## src/design/ptpl_map.svh

```systemverilog
// constants of the pulse trigger position link: timing, codes, crc
// assumes a 100 MHz reference clock; included by bare name
`ifndef PTPL_MAP_SVH
`define PTPL_MAP_SVH

// clock period in ns
`define PTPL_CLK_NS 10
// serial bit time and its cycle count
`define PTPL_BIT_NS 4000
`define PTPL_BIT_CYC ((`PTPL_BIT_NS + `PTPL_CLK_NS - 1) / `PTPL_CLK_NS)
// longest trigger width still taken as a measurement (exclusive)
`define PTPL_MEAS_MAX_NS 5000
`define PTPL_MEAS_MAX_CYC (`PTPL_MEAS_MAX_NS / `PTPL_CLK_NS)
// least trigger width taken as a data protocol request
`define PTPL_IP_MIN_NS 10000
`define PTPL_IP_MIN_CYC ((`PTPL_IP_MIN_NS + `PTPL_CLK_NS - 1) / `PTPL_CLK_NS)
// start and stop pulse width on the return line
`define PTPL_PULSE_NS 4000
`define PTPL_PULSE_CYC ((`PTPL_PULSE_NS + `PTPL_CLK_NS - 1) / `PTPL_CLK_NS)
// least gap before the first response character
`define PTPL_GAP_NS 51000
`define PTPL_GAP_CYC ((`PTPL_GAP_NS + `PTPL_CLK_NS - 1) / `PTPL_CLK_NS)
// wait limit for a command character or an echo
`define PTPL_TMO_NS 200000
`define PTPL_TMO_CYC (`PTPL_TMO_NS / `PTPL_CLK_NS)
// crc16 generator and seed
`define PTPL_CRC_POLY 16'h1021
`define PTPL_CRC_INIT 16'h0000
// response framing
`define PTPL_WORD_LEN 8'h04
`define PTPL_ERR_ID 8'hFF
`define PTPL_ERR_LEN 8'h01
`define PTPL_ERR_NONE 8'h00
`define PTPL_ERR_UNKNOWN 8'h01
`define PTPL_ERR_XMIT 8'h02
`define PTPL_ERR_MEM 8'h03
// range of word-coded commands that are answered
`define PTPL_CMD_FIRST 8'h06
`define PTPL_CMD_LAST 8'h0A

`endif

```

## src/design/ptpl_pkg.sv

```systemverilog
// types of the pulse trigger position link
// assumes nothing of its surroundings
package ptpl_pkg;

  // link controller states
  typedef enum logic [2:0] {
    IDLE,
    WIDTH,
    MEAS_WAIT,
    CMD_RX,
    GAP,
    TX
  } ptpl_state_t;

  // state of the link controller
  typedef struct packed {
    ptpl_state_t st;       // controller state
    logic trig;            // trigger seen last cycle
    logic [10:0] wcnt;     // trigger width counter
    logic [9:0] pcnt;      // return pulse counter, zero when idle
    logic pend;            // stop pulse waiting for the line
    logic stopped;         // echo already taken
    logic [15:0] tcnt;     // gap and wait counter
    logic [2:0] idx;       // character index
    logic [15:0] crc;      // running crc
    logic [7:0] ci;        // received command identifier
    logic [7:0] len;       // received length
    logic [15:0] rcrc;     // received crc
    logic bad;             // parity or frame fault seen
    logic [7:0] code;      // error code, zero when fine
    logic [7:0] cmd;       // command held for the user
    logic [5:0][7:0] rsp;  // response characters
    logic [2:0] n;         // response characters before crc
    logic go;              // measurement start pulse
  } ptpl_top_st_t;

  // state of the character engine
  typedef struct packed {
    logic rx_on;           // receiving a character
    logic [9:0] rx_cnt;    // receive bit timer
    logic [3:0] rx_bit;    // receive bit index
    logic [7:0] rx_sh;     // receive data shifter
    logic rx_par;          // received parity bit
    logic rx_v;            // character complete pulse
    logic [7:0] rx_d;      // received character
    logic rx_e;            // parity or stop fault
    logic tx_on;           // sending a character
    logic [9:0] tx_cnt;    // send bit timer
    logic [3:0] tx_bit;    // send bit index
    logic [10:0] tx_sh;    // send frame shifter
    logic line;            // send line level
  } ptpl_ser_st_t;

endpackage

```

## src/design/ptpl_char_if.sv

```systemverilog
// character carrier between link controller and character engine
// assumes both ends run on the same clock
`timescale 1ns/1ps
interface ptpl_char_if;
  logic rx_en;          // receiver armed
  logic rx_valid;       // character received, one cycle
  logic [7:0] rx_data;  // received character
  logic rx_perr;        // parity or stop fault on it
  logic tx_valid;       // character offered
  logic tx_ready;       // engine free to take it
  logic [7:0] tx_data;  // character to send

  // controller end
  modport ctl (
    output rx_en, tx_valid, tx_data,
    input rx_valid, rx_data, rx_perr, tx_ready
  );
  // engine end
  modport ser (
    input rx_en, tx_valid, tx_data,
    output rx_valid, rx_data, rx_perr, tx_ready
  );
endinterface

```

## src/design/ptpl_ser.sv

```systemverilog
// character engine: 11-bit frames at one bit time per bit
// assumes synchronous line input and the released reset of the top
`timescale 1ns/1ps
`include "ptpl_map.svh"
module ptpl_ser #(
  parameter int unsigned BIT_CYC = `PTPL_BIT_CYC  // cycles per bit
) (
  input wire logic i_ref_clk,  // reference clock
  input wire logic i_rst_n,    // released reset, active low
  input wire logic i_ce,       // clock enable
  input wire logic i_line,     // trigger line level
  output logic o_line,         // send line level
  ptpl_char_if.ser ch          // character carrier
);

  ptpl_pkg::ptpl_ser_st_t q;  // registered state
  ptpl_pkg::ptpl_ser_st_t d;  // next state

  //////////////////////////////////////////////////////////////////////
  // next state
  always_comb begin
    d = q;
    d.rx_v = 1'b0;
    // receiver: idle low, start high, sampled mid bit
    if (!q.rx_on) begin
      if (ch.rx_en && i_line) begin
        d.rx_on = 1'b1;
        d.rx_cnt = '0;
        d.rx_bit = '0;
      end
    end else begin
      d.rx_cnt = (q.rx_cnt == 10'(BIT_CYC - 1)) ? '0 : q.rx_cnt + 10'h001;
      if (q.rx_cnt == 10'(BIT_CYC - 1)) begin
        d.rx_bit = q.rx_bit + 4'h1;
      end
      if (q.rx_cnt == 10'(BIT_CYC / 2)) begin
        if (q.rx_bit == 4'h0) begin
          d.rx_on = i_line;  // false start drops out
        end else if (q.rx_bit <= 4'h8) begin
          d.rx_sh = {i_line, q.rx_sh[7:1]};
        end else if (q.rx_bit == 4'h9) begin
          d.rx_par = i_line;
        end else begin
          // stop bit: deliver, flag odd parity or high stop
          d.rx_on = 1'b0;
          d.rx_v = 1'b1;
          d.rx_d = q.rx_sh;
          d.rx_e = (^q.rx_sh ^ q.rx_par) | i_line;
        end
      end
    end
    // transmitter: load a frame, shift one bit per bit time
    if (!q.tx_on) begin
      if (ch.tx_valid) begin
        d.tx_on = 1'b1;
        d.tx_cnt = '0;
        d.tx_bit = '0;
        // stop, even parity, data lsb first, start
        d.tx_sh = {1'b0, ^ch.tx_data, ch.tx_data, 1'b1};
        d.line = 1'b1;
      end
    end else begin
      d.tx_cnt = (q.tx_cnt == 10'(BIT_CYC - 1)) ? '0 : q.tx_cnt + 10'h001;
      if (q.tx_cnt == 10'(BIT_CYC - 1)) begin
        d.tx_bit = q.tx_bit + 4'h1;
        d.tx_sh = {1'b0, q.tx_sh[10:1]};
        d.line = q.tx_sh[1];
        if (q.tx_bit == 4'hA) begin
          d.tx_on = 1'b0;
          d.line = 1'b0;
        end
      end
    end
  end

  //////////////////////////////////////////////////////////////////////
  // state register, frozen while the enable is low
  always_ff @(posedge i_ref_clk or negedge i_rst_n) begin
    if (!i_rst_n) begin
      q <= '0;
    end else if (i_ce) begin
      q <= d;
    end
  end

  assign o_line = q.line;
  assign ch.tx_ready = ~q.tx_on;
  assign ch.rx_valid = q.rx_v;
  assign ch.rx_data = q.rx_d;
  assign ch.rx_perr = q.rx_e;

  //////////////////////////////////////////////////////////////////////
  // checks
  property p_tx_frame;
    @(posedge i_ref_clk) disable iff (!i_rst_n)
    (ch.tx_valid && ch.tx_ready && i_ce) |=>
      (o_line && q.tx_sh[8:1] == $past(ch.tx_data)
       && q.tx_sh[9] == ^$past(ch.tx_data) && !q.tx_sh[10]);
  endproperty
  a_tx_frame: assert property (p_tx_frame)
    else $error("frame not loaded as start data parity stop");

  property p_bit_time;
    @(posedge i_ref_clk) disable iff (!i_rst_n)
    q.tx_cnt < 10'(BIT_CYC) && q.rx_cnt < 10'(BIT_CYC);
  endproperty
  a_bit_time: assert property (p_bit_time)
    else $error("bit timer past one bit time");

  property p_lsb_first;
    @(posedge i_ref_clk) disable iff (!i_rst_n)
    (q.tx_on && q.tx_cnt == 10'(BIT_CYC - 1) && q.tx_bit == 4'h0
     && i_ce) |=> o_line == $past(q.tx_sh[1]);
  endproperty
  a_lsb_first: assert property (p_lsb_first)
    else $error("first data bit is not bit 0");

  property p_stop_low;
    @(posedge i_ref_clk) disable iff (!i_rst_n)
    (q.tx_on && q.tx_bit == 4'hA) |-> !o_line;
  endproperty
  a_stop_low: assert property (p_stop_low)
    else $error("stop bit not low");

endmodule

```

## src/design/ptpl_top.sv

```systemverilog
// pulse trigger position link: device end of the trigger and return lines
// assumes inputs synchronous to i_ref_clk and an analog echo strobe
`timescale 1ns/1ps
`include "ptpl_map.svh"
module ptpl_top #(
  parameter int unsigned GAP_CYC = `PTPL_GAP_CYC,  // start to response
  parameter int unsigned TMO_CYC = `PTPL_TMO_CYC,  // wait limit
  parameter int unsigned BIT_CYC = `PTPL_BIT_CYC   // cycles per bit
) (
  input wire logic i_ref_clk,           // reference clock
  input wire logic i_rst_n,             // reset, active low
  input wire logic i_ce,                // clock enable
  input wire logic i_trig,              // trigger line level
  input wire logic i_echo,              // echo strobe of the waveguide
  input wire logic [31:0] i_param_word, // word sent in the response
  input wire logic i_mem_err,           // parameter memory fault
  output logic o_ret,                   // timing-return line level
  output logic o_meas_start,            // measurement start pulse
  output logic o_cmd_req,               // command waiting for data
  output logic [7:0] o_cmd_id           // command identifier held
);

  localparam logic [10:0] MMAX = 11'(`PTPL_MEAS_MAX_CYC);
  localparam logic [10:0] IPMIN = 11'(`PTPL_IP_MIN_CYC);
  localparam logic [9:0] PCYC = 10'(`PTPL_PULSE_CYC);

  logic [1:0] rs_q;          // reset release chain
  logic rst_n;               // released reset
  logic ser_line;            // engine send line
  logic rise;                // trigger rising edge
  logic [7:0] tx_byte;       // character offered to the engine
  ptpl_pkg::ptpl_top_st_t q; // registered state
  ptpl_pkg::ptpl_top_st_t d; // next state
  ptpl_char_if ch ();        // character carrier

  //////////////////////////////////////////////////////////////////////
  // crc16 over one character, bit 0 first
  function automatic logic [15:0] crc_byte(input logic [15:0] c,
                                           input logic [7:0] b);
    logic [15:0] r;
    r = c;
    for (int i = 0; i < 8; i++) begin
      if (b[i] ^ r[15]) begin
        r = {r[14:0], 1'b0} ^ `PTPL_CRC_POLY;
      end else begin
        r = {r[14:0], 1'b0};
      end
    end
    return r;
  endfunction

  //////////////////////////////////////////////////////////////////////
  // reset release through two flops
  always_ff @(posedge i_ref_clk or negedge i_rst_n) begin
    if (!i_rst_n) begin
      rs_q <= 2'h0;
    end else begin
      rs_q <= {rs_q[0], 1'b1};
    end
  end
  assign rst_n = rs_q[1];

  //////////////////////////////////////////////////////////////////////
  // next state
  always_comb begin
    d = q;
    d.go = 1'b0;
    d.trig = i_trig;
    rise = i_trig & ~q.trig;
    tx_byte = (q.idx < q.n) ? q.rsp[q.idx] :
              (q.idx == q.n) ? q.crc[15:8] : q.crc[7:0];
    // return pulse generator, one width for start and stop
    if (q.pcnt != 10'h000) begin
      d.pcnt = (q.pcnt == PCYC) ? 10'h000 : q.pcnt + 10'h001;
    end else if (q.pend) begin
      d.pcnt = 10'h001;
      d.pend = 1'b0;
    end
    // echo armed only while the trigger may still be short
    if (i_echo && !q.stopped &&
        ((q.st == ptpl_pkg::WIDTH && q.wcnt < MMAX) ||
         q.st == ptpl_pkg::MEAS_WAIT)) begin
      d.pend = 1'b1;
      d.stopped = 1'b1;
    end
    unique case (q.st)
      ptpl_pkg::IDLE: begin
        // any rise starts a measurement and a start pulse
        if (rise) begin
          d.st = ptpl_pkg::WIDTH;
          d.wcnt = 11'h001;
          d.pcnt = 10'h001;
          d.pend = 1'b0;
          d.stopped = 1'b0;
          d.go = 1'b1;
        end
      end
      ptpl_pkg::WIDTH: begin
        if (i_trig) begin
          if (q.wcnt != IPMIN) begin
            d.wcnt = q.wcnt + 11'h001;
          end
        end else if (q.wcnt < MMAX) begin
          // short pulse: wait for the echo unless it is already taken
          d.st = q.stopped ? ptpl_pkg::IDLE : ptpl_pkg::MEAS_WAIT;
          d.tcnt = 16'h0000;
        end else if (q.wcnt >= IPMIN) begin
          // long pulse: receive a command
          d.st = ptpl_pkg::CMD_RX;
          d.tcnt = 16'h0000;
          d.idx = 3'h0;
          d.crc = `PTPL_CRC_INIT;
          d.bad = 1'b0;
        end else begin
          d.st = ptpl_pkg::IDLE;  // width between the two ranges
        end
      end
      ptpl_pkg::MEAS_WAIT: begin
        d.tcnt = q.tcnt + 16'h0001;
        if ((q.stopped && !q.pend && q.pcnt == 10'h000) ||
            q.tcnt == 16'(TMO_CYC - 1)) begin
          d.st = ptpl_pkg::IDLE;
        end
      end
      ptpl_pkg::CMD_RX: begin
        d.tcnt = q.tcnt + 16'h0001;
        if (ch.rx_valid) begin
          d.tcnt = 16'h0000;
          d.bad = q.bad | ch.rx_perr;
          d.idx = q.idx + 3'h1;
          unique case (q.idx)
            3'h0: begin
              d.ci = ch.rx_data;
              d.crc = crc_byte(q.crc, ch.rx_data);
            end
            3'h1: begin
              d.len = ch.rx_data;
              d.crc = crc_byte(q.crc, ch.rx_data);
            end
            3'h2: begin
              d.rcrc[15:8] = ch.rx_data;
            end
            default: begin
              // last character: judge the command
              d.st = ptpl_pkg::GAP;
              d.cmd = q.ci;
              if (q.bad || ch.rx_perr || q.len != 8'h00 ||
                  {q.rcrc[15:8], ch.rx_data} != q.crc) begin
                d.code = `PTPL_ERR_XMIT;
              end else if (q.ci >= `PTPL_CMD_FIRST &&
                           q.ci <= `PTPL_CMD_LAST) begin
                d.code = `PTPL_ERR_NONE;
              end else begin
                d.code = `PTPL_ERR_UNKNOWN;
              end
            end
          endcase
        end else if (q.tcnt == 16'(TMO_CYC - 1)) begin
          d.st = ptpl_pkg::IDLE;  // host gave up
        end
      end
      ptpl_pkg::GAP: begin
        d.tcnt = q.tcnt + 16'h0001;
        if (q.tcnt == 16'(GAP_CYC - 1)) begin
          d.st = ptpl_pkg::TX;
          d.idx = 3'h0;
          d.crc = `PTPL_CRC_INIT;
          if (q.code == `PTPL_ERR_NONE && !i_mem_err) begin
            // identifier, length, word most significant first
            d.rsp = {i_param_word[7:0], i_param_word[15:8],
                     i_param_word[23:16], i_param_word[31:24],
                     `PTPL_WORD_LEN, q.cmd};
            d.n = 3'h6;
          end else begin
            d.code = (q.code == `PTPL_ERR_NONE) ? `PTPL_ERR_MEM : q.code;
            d.rsp = {24'h000000, d.code, `PTPL_ERR_LEN,
                     `PTPL_ERR_ID};
            d.n = 3'h3;
          end
        end
      end
      ptpl_pkg::TX: begin
        // one character per engine handshake, crc last
        if (ch.tx_ready) begin
          if (q.idx < q.n) begin
            d.crc = crc_byte(q.crc, tx_byte);
          end
          d.idx = q.idx + 3'h1;
          if (q.idx == q.n + 3'h1) begin
            d.st = ptpl_pkg::IDLE;
          end
        end
      end
    endcase
  end

  //////////////////////////////////////////////////////////////////////
  // state register, frozen while the enable is low
  always_ff @(posedge i_ref_clk or negedge rst_n) begin
    if (!rst_n) begin
      q <= '0;
    end else if (i_ce) begin
      q <= d;
    end
  end

  //////////////////////////////////////////////////////////////////////
  // character engine
  assign ch.rx_en = (q.st == ptpl_pkg::CMD_RX);
  assign ch.tx_valid = (q.st == ptpl_pkg::TX);
  assign ch.tx_data = tx_byte;

  ptpl_ser #(
    .BIT_CYC(BIT_CYC)
  ) u_ser (
    .i_ref_clk(i_ref_clk),
    .i_rst_n(rst_n),
    .i_ce(i_ce),
    .i_line(i_trig),
    .o_line(ser_line),
    .ch(ch)
  );

  // return line carries pulses and response characters
  assign o_ret = (q.pcnt != 10'h000) | ser_line;
  assign o_meas_start = q.go;
  assign o_cmd_req = (q.st == ptpl_pkg::GAP);
  assign o_cmd_id = q.cmd;

  //////////////////////////////////////////////////////////////////////
  // checks
  property p_rise_start;
    @(posedge i_ref_clk) disable iff (!rst_n)
    (q.st == ptpl_pkg::IDLE && rise && i_ce) |=> (o_ret && o_meas_start);
  endproperty
  a_rise_start: assert property (p_rise_start)
    else $error("trigger rise gave no start pulse");

  property p_long_mode;
    @(posedge i_ref_clk) disable iff (!rst_n)
    (q.st == ptpl_pkg::WIDTH && !i_trig && q.wcnt >= IPMIN && i_ce)
      |=> (q.st == ptpl_pkg::CMD_RX && q.crc == 16'h0000);
  endproperty
  a_long_mode: assert property (p_long_mode)
    else $error("long trigger did not enter data protocol");

  property p_no_stop;
    @(posedge i_ref_clk) disable iff (!rst_n)
    (q.st == ptpl_pkg::CMD_RX) |-> (q.pcnt == 10'h000 && !q.pend);
  endproperty
  a_no_stop: assert property (p_no_stop)
    else $error("stop pulse during data protocol");

  property p_pulse_width;
    @(posedge i_ref_clk) disable iff (!rst_n)
    (q.pcnt == 10'h001 && $past(q.pcnt) == 10'h000 && i_ce)
      |=> (q.pcnt != 10'h000)[*8];
  endproperty
  a_pulse_width: assert property (p_pulse_width)
    else $error("return pulse counter did not run");

  property p_pulse_max;
    @(posedge i_ref_clk) disable iff (!rst_n)
    q.pcnt <= PCYC;
  endproperty
  a_pulse_max: assert property (p_pulse_max)
    else $error("return pulse longer than allowed");

  property p_gap;
    @(posedge i_ref_clk) disable iff (!rst_n)
    $rose(q.st == ptpl_pkg::TX) |->
      ($past(q.st) == ptpl_pkg::GAP && $past(q.tcnt) == 16'(GAP_CYC - 1));
  endproperty
  a_gap: assert property (p_gap)
    else $error("response started before the gap ran out");

  property p_err_rsp;
    @(posedge i_ref_clk) disable iff (!rst_n)
    (q.st == ptpl_pkg::TX && q.code != `PTPL_ERR_NONE) |->
      (q.rsp[0] == `PTPL_ERR_ID && q.rsp[2] == q.code && q.n == 3'h3);
  endproperty
  a_err_rsp: assert property (p_err_rsp)
    else $error("error response malformed");

  property p_crc_tail;
    @(posedge i_ref_clk) disable iff (!rst_n)
    (ch.tx_valid && ch.tx_ready && q.idx == q.n) |->
      ch.tx_data == q.crc[15:8];
  endproperty
  a_crc_tail: assert property (p_crc_tail)
    else $error("crc high byte not sent after data");

endmodule

```

## config.mk

```make
export PLATFORM = sky130hd
export DESIGN_NAME = ptpl_top
export DESIGN_NICKNAME = d
export VERILOG_FILES = /design/src/design/ptpl_pkg.sv /design/src/design/ptpl_char_if.sv /design/src/design/ptpl_ser.sv /design/src/design/ptpl_top.sv
export VERILOG_INCLUDE_DIRS = /design/src /design/src/design
export SDC_FILE = /design/constraint.sdc
export NUM_CORES = 1
export LEC_CHECK = 0
export ABC_AREA = 1
export BUFFER_PORTS_ARGS = -buffer_cell sky130_fd_sc_hd__buf_2
export CAP_MARGIN = 40
export CELL_PAD_IN_SITES_DETAIL_PLACEMENT = 0
export CELL_PAD_IN_SITES_GLOBAL_PLACEMENT = 1
export CORE_MARGIN = 5
export CORE_UTILIZATION = 30
export DETAILED_ROUTE_END_ITERATION = 8
export MAX_ROUTING_LAYER = met4
export PLACE_DENSITY_LB_ADDON = 0.1
export SYNTH_ARGS = -nofsm -noshare
export SYNTH_HDL_FRONTEND = slang
export SYNTH_SLANG_ARGS = --single-unit
export TNS_END_PERCENT = 100
```

## constraint.sdc

```tcl
create_clock -name i_ref_clk -period 5.9 [get_ports i_ref_clk]
set_input_delay 1.77 -clock i_ref_clk [delete_from_list [all_inputs] [get_ports i_ref_clk]]
set_output_delay 1.77 -clock i_ref_clk [all_outputs]
set_load 0.01 [all_outputs]
```

==> flow_summary_export.csv <==
group,metric,value,unit
sta,maxSlewViolCount,0,
cells_and_area,fin_util,0.346,
worst_setup_path,crit_type,"reg2out",
synth,synth_edf_count,0,
cells_and_area,diodes,0,
routing,wl_per_cell,16.1,microns
routing,dr.pass1.iters,5,
floorplanning,start_util,0.304,
grt,use_met1,0.229,
synth,syn_nets,1582,
worst_setup_path,cp-end-kind,"output port",
clock_tree,cts_tree,"done",
grt,use_met2,0.247,
synth,synth-main-ff-cell,"dfrtp_1",
power_and_ir_drop,p_leak,6.33,nW
cells_and_area,drive_gt1_frac,0.107,
cells_and_area,ff_latch_area,5210,sq um
worst_setup_path,arrival,1800,ps
worst_setup_path,cp_max_fo,6,
synth,synth.distinct_cells,57,
clock_tree,htreeDepth,1,
sta,fmax,280,MHz
sta,worstMarginPinSlew,817,ps
sta,rsz0062_at_grt,"false",
synth,synth_area,11800,sq um
worst_setup_path,cpMaxStageDelayCell,"dfrtp_1",
clock_tree,hold_buffers,0,
sta,maxSlewHeadroom,0.455,
clock_tree,cts_buffer_depth,3,
worst_setup_path,critPathLaunchType,"register",
job,cap_violations,0,
grt,grt_pass1_vias,9565,
power_and_ir_drop,powerDensity,293,nW/um^2
routing,routed_wl,33900,microns
clock_tree,path_clk_slew,50,ps
placement,gp_congestion,0.835,
synth,async_reset_ff_frac,1.00,
grt,grt_usage,0.160,
cells_and_area,nFillCells,4212,
clock_tree,cts_buffers,27,
sta,finalCritPeriodShare,0.605,
clock_tree,root_buffer,"clkbuf_16",
worst_setup_path,cpPeakStageDelay,440,ps
routing,route.vias.total,9900,
clock_tree,insertion_delay,550,ps
sta,fin_crit,3570,ps
cells_and_area,area_delta_synth_final,13.8,%
run_status,outcome,"complete, no violations",
clock_tree,cts_resized,0,
synth,synth_cells,1524,
placement,dp_hpwl,25100,microns
synth,yosysSeqAreaShare,0.442,
clock_tree,postCtsSetupRepairBufs,0,
grt,grt_max_degree,135,
grt,grt_pass1_wl,55300,microns
routing,antenna_left,0,
sta,hold_viol_final,0,
synth,yosys_warnings,0,
synth,syn_avg_cell_area,7.72,sq um
worst_setup_path,reg2reg_slack,2690,ps
floorplanning,io_pins,49,
power_and_ir_drop,peakVddDrop,0.170,mV
sta,hold-worst-slack,158,ps
cells_and_area,finalNetCount,1627,
floorplanning,design.core.area,38700,sq um
floorplanning,die_y,208,microns
cells_and_area,multi_input_comb_area,5480,sq um
routing,route.detailed.drc,0,
worst_hold_path,hp-class,"reg2async",
worst_setup_path,crit_chain,"inv_1 -> ha_1 -> nand3_1 -> inv_1 -> nand4_1 -> buf_2",
floorplanning,fp.dieW,208,microns
floorplanning,die_area,43300,sq um
grt,overflow,0,
sta,finalSetupViolations,0,
sta,fin_tns_setup,0,ps
worst_setup_path,cp.required,4130,ps
clock_tree,cts.sinks,208,
routing,vias_per_cell,4.70,
placement,numPortBuffers,48,
grt,grt_use_met3,0.0199,
grt,busiest_layer,"met2",
synth,ys_ff_latch,208,
routing,drtIter0Drc,489,
floorplanning,fp-row-count,72,
grt,antenna_found_initial,0,
sta,skew,14.2,ps
worst_setup_path,crit_top_cell,"inv_1",
## metal layers
layer	up-vias	part of all wire
li1	5062	-
met1	4694	0.50
met2	105	0.45
met3	39	0.028
met4	0	0.020
met5	-	0
## report_power, final
part / internal, mW / total (mW) / switching [mW]
clock network: 0.935 / 1.58 / 0.645
logic: 0.220 / 0.719 / 0.499
registers: 1.53 / 1.63 / 0.102
total: 2.68 / 3.93 / 1.25
## per-stage QoR
stage / total power [mW] / cell area, sq um / setup slack (ps) / cells
5_1_grt: 4.17 / 13400 / 2160 / 2106
4_1_cts: 4.01 / 13400 / 2230 / 2106
3_5_place_dp: 2.39 / 12600 / 1960 / 2058
2_1_floorplan: 2.16 / 11800 / 2480 / 1524
6_report: 3.93 / 13400 / 2330 / 2106
3_3_place_gp: 2.39 / 12500 / 1630 / 2055
## sequential cells by signal, indices dropped and copies added (netlist names)
register / flops
q: 138
u_ser.q: 48
o_cmd_id: 8
u_ser.ch.rx_data: 8
rs_q: 2
o_meas_start: 1
u_ser.ch.rx_perr: 1
u_ser.ch.rx_valid: 1
u_ser.o_line: 1
## kinds of logic (layout without fill, tap and decap cells)
family	count (synthesis)	after routing	share of synthesized area
compound gates	262	262	0.128
xor+xnor	52	52	0.0387
fa+ha+maj	20	20	0.0213
buf+inv	270	334	0.0925
flops	208	208	0.442
mux	9	9	0.00776
other cells	1	1	0.000319
simple gates	702	702	0.269
## cell usage after synthesis, drive strengths merged, types with 4 or more instances
master / instances / area share
o221ai: 15 / 0.011
xnor2: 21 / 0.016
dfrtp: 208 / 0.44
nand4: 17 / 0.0090
o31ai: 4 / 0.0026
inv: 226 / 0.072
nand3: 114 / 0.049
a22oi: 6 / 0.0038
o211ai: 6 / 0.0038
clkbuf: 12 / 0.0038
ha: 20 / 0.021
o22ai: 9 / 0.0048
buf: 31 / 0.016
nor2: 116 / 0.047
xor2: 31 / 0.023
mux2i: 8 / 0.0068
nand2: 391 / 0.13
o21ai: 142 / 0.061
a21oi: 59 / 0.026
nor4: 16 / 0.011
nor3: 39 / 0.018
## critical path, delay by kind of cell, from the launching register on
kind                       cells  cell delay [ps]
DFF                            1              440
buffers and inverters          3              420
adders and majority gates      1              150
and+or+nand+nor                2              240
## worst paths after layout
kind | startpoint | endpoint | cells past startpoint
max in group asynchronous | rs_q[1]$_DFF_PN0_ | q[40]$_DFFE_PN0P_ | 1
min | rs_q[1]$_DFF_PN0_ | u_ser.q[23]$_DFFE_PN0P_ | 0
max | q[138]$_DFFE_PN0P_ | o_ret | 6
max reg2reg | q[117]$_DFFE_PN0P_ | q[116]$_DFFE_PN0P_ | 16
min reg2reg | rs_q[1]$_DFF_PN0_ | u_ser.q[23]$_DFFE_PN0P_ | 0
min in group i_ref_clk | rs_q[0]$_DFF_PN0_ | rs_q[1]$_DFF_PN0_ | 0
## cell type report
cell class	count	share of cell area
clock buffers	40	0.0571
clock inverters	8	0.00551
inverters	227	0.0638
multi-input cells	1046	0.409
flip-flops and latches	208	0.389
well taps	518	0.0484
repair buffers	59	0.0272
## cells in the final DEF, fill, tap and decap left out, types with 4 or more instances in the layout
master	instances
o21ai_0	133
o31ai_1	4
o211ai_1	6
inv_2	19
nor4_1	12
o21ai_1	8
buf_4	7
o22ai_1	9
nand2_2	12
nor2_4	7
buf_2	48
xor2_1	31
inv_1	206
nor3_1	37
nand3_1	112
ha_1	20
mux2i_1	8
xnor2_1	21
clkbuf_16	27
clkbuf_8	4
nor2_1	95
clkinv_2	4
nor2_2	12
clkbuf_1	9
o221ai_1	15
a22oi_1	6
dfrtp_1	207
a21oi_1	57
nand4_1	17
nand2_1	377
No activity file was read; power rests on OpenSTA's default activity.
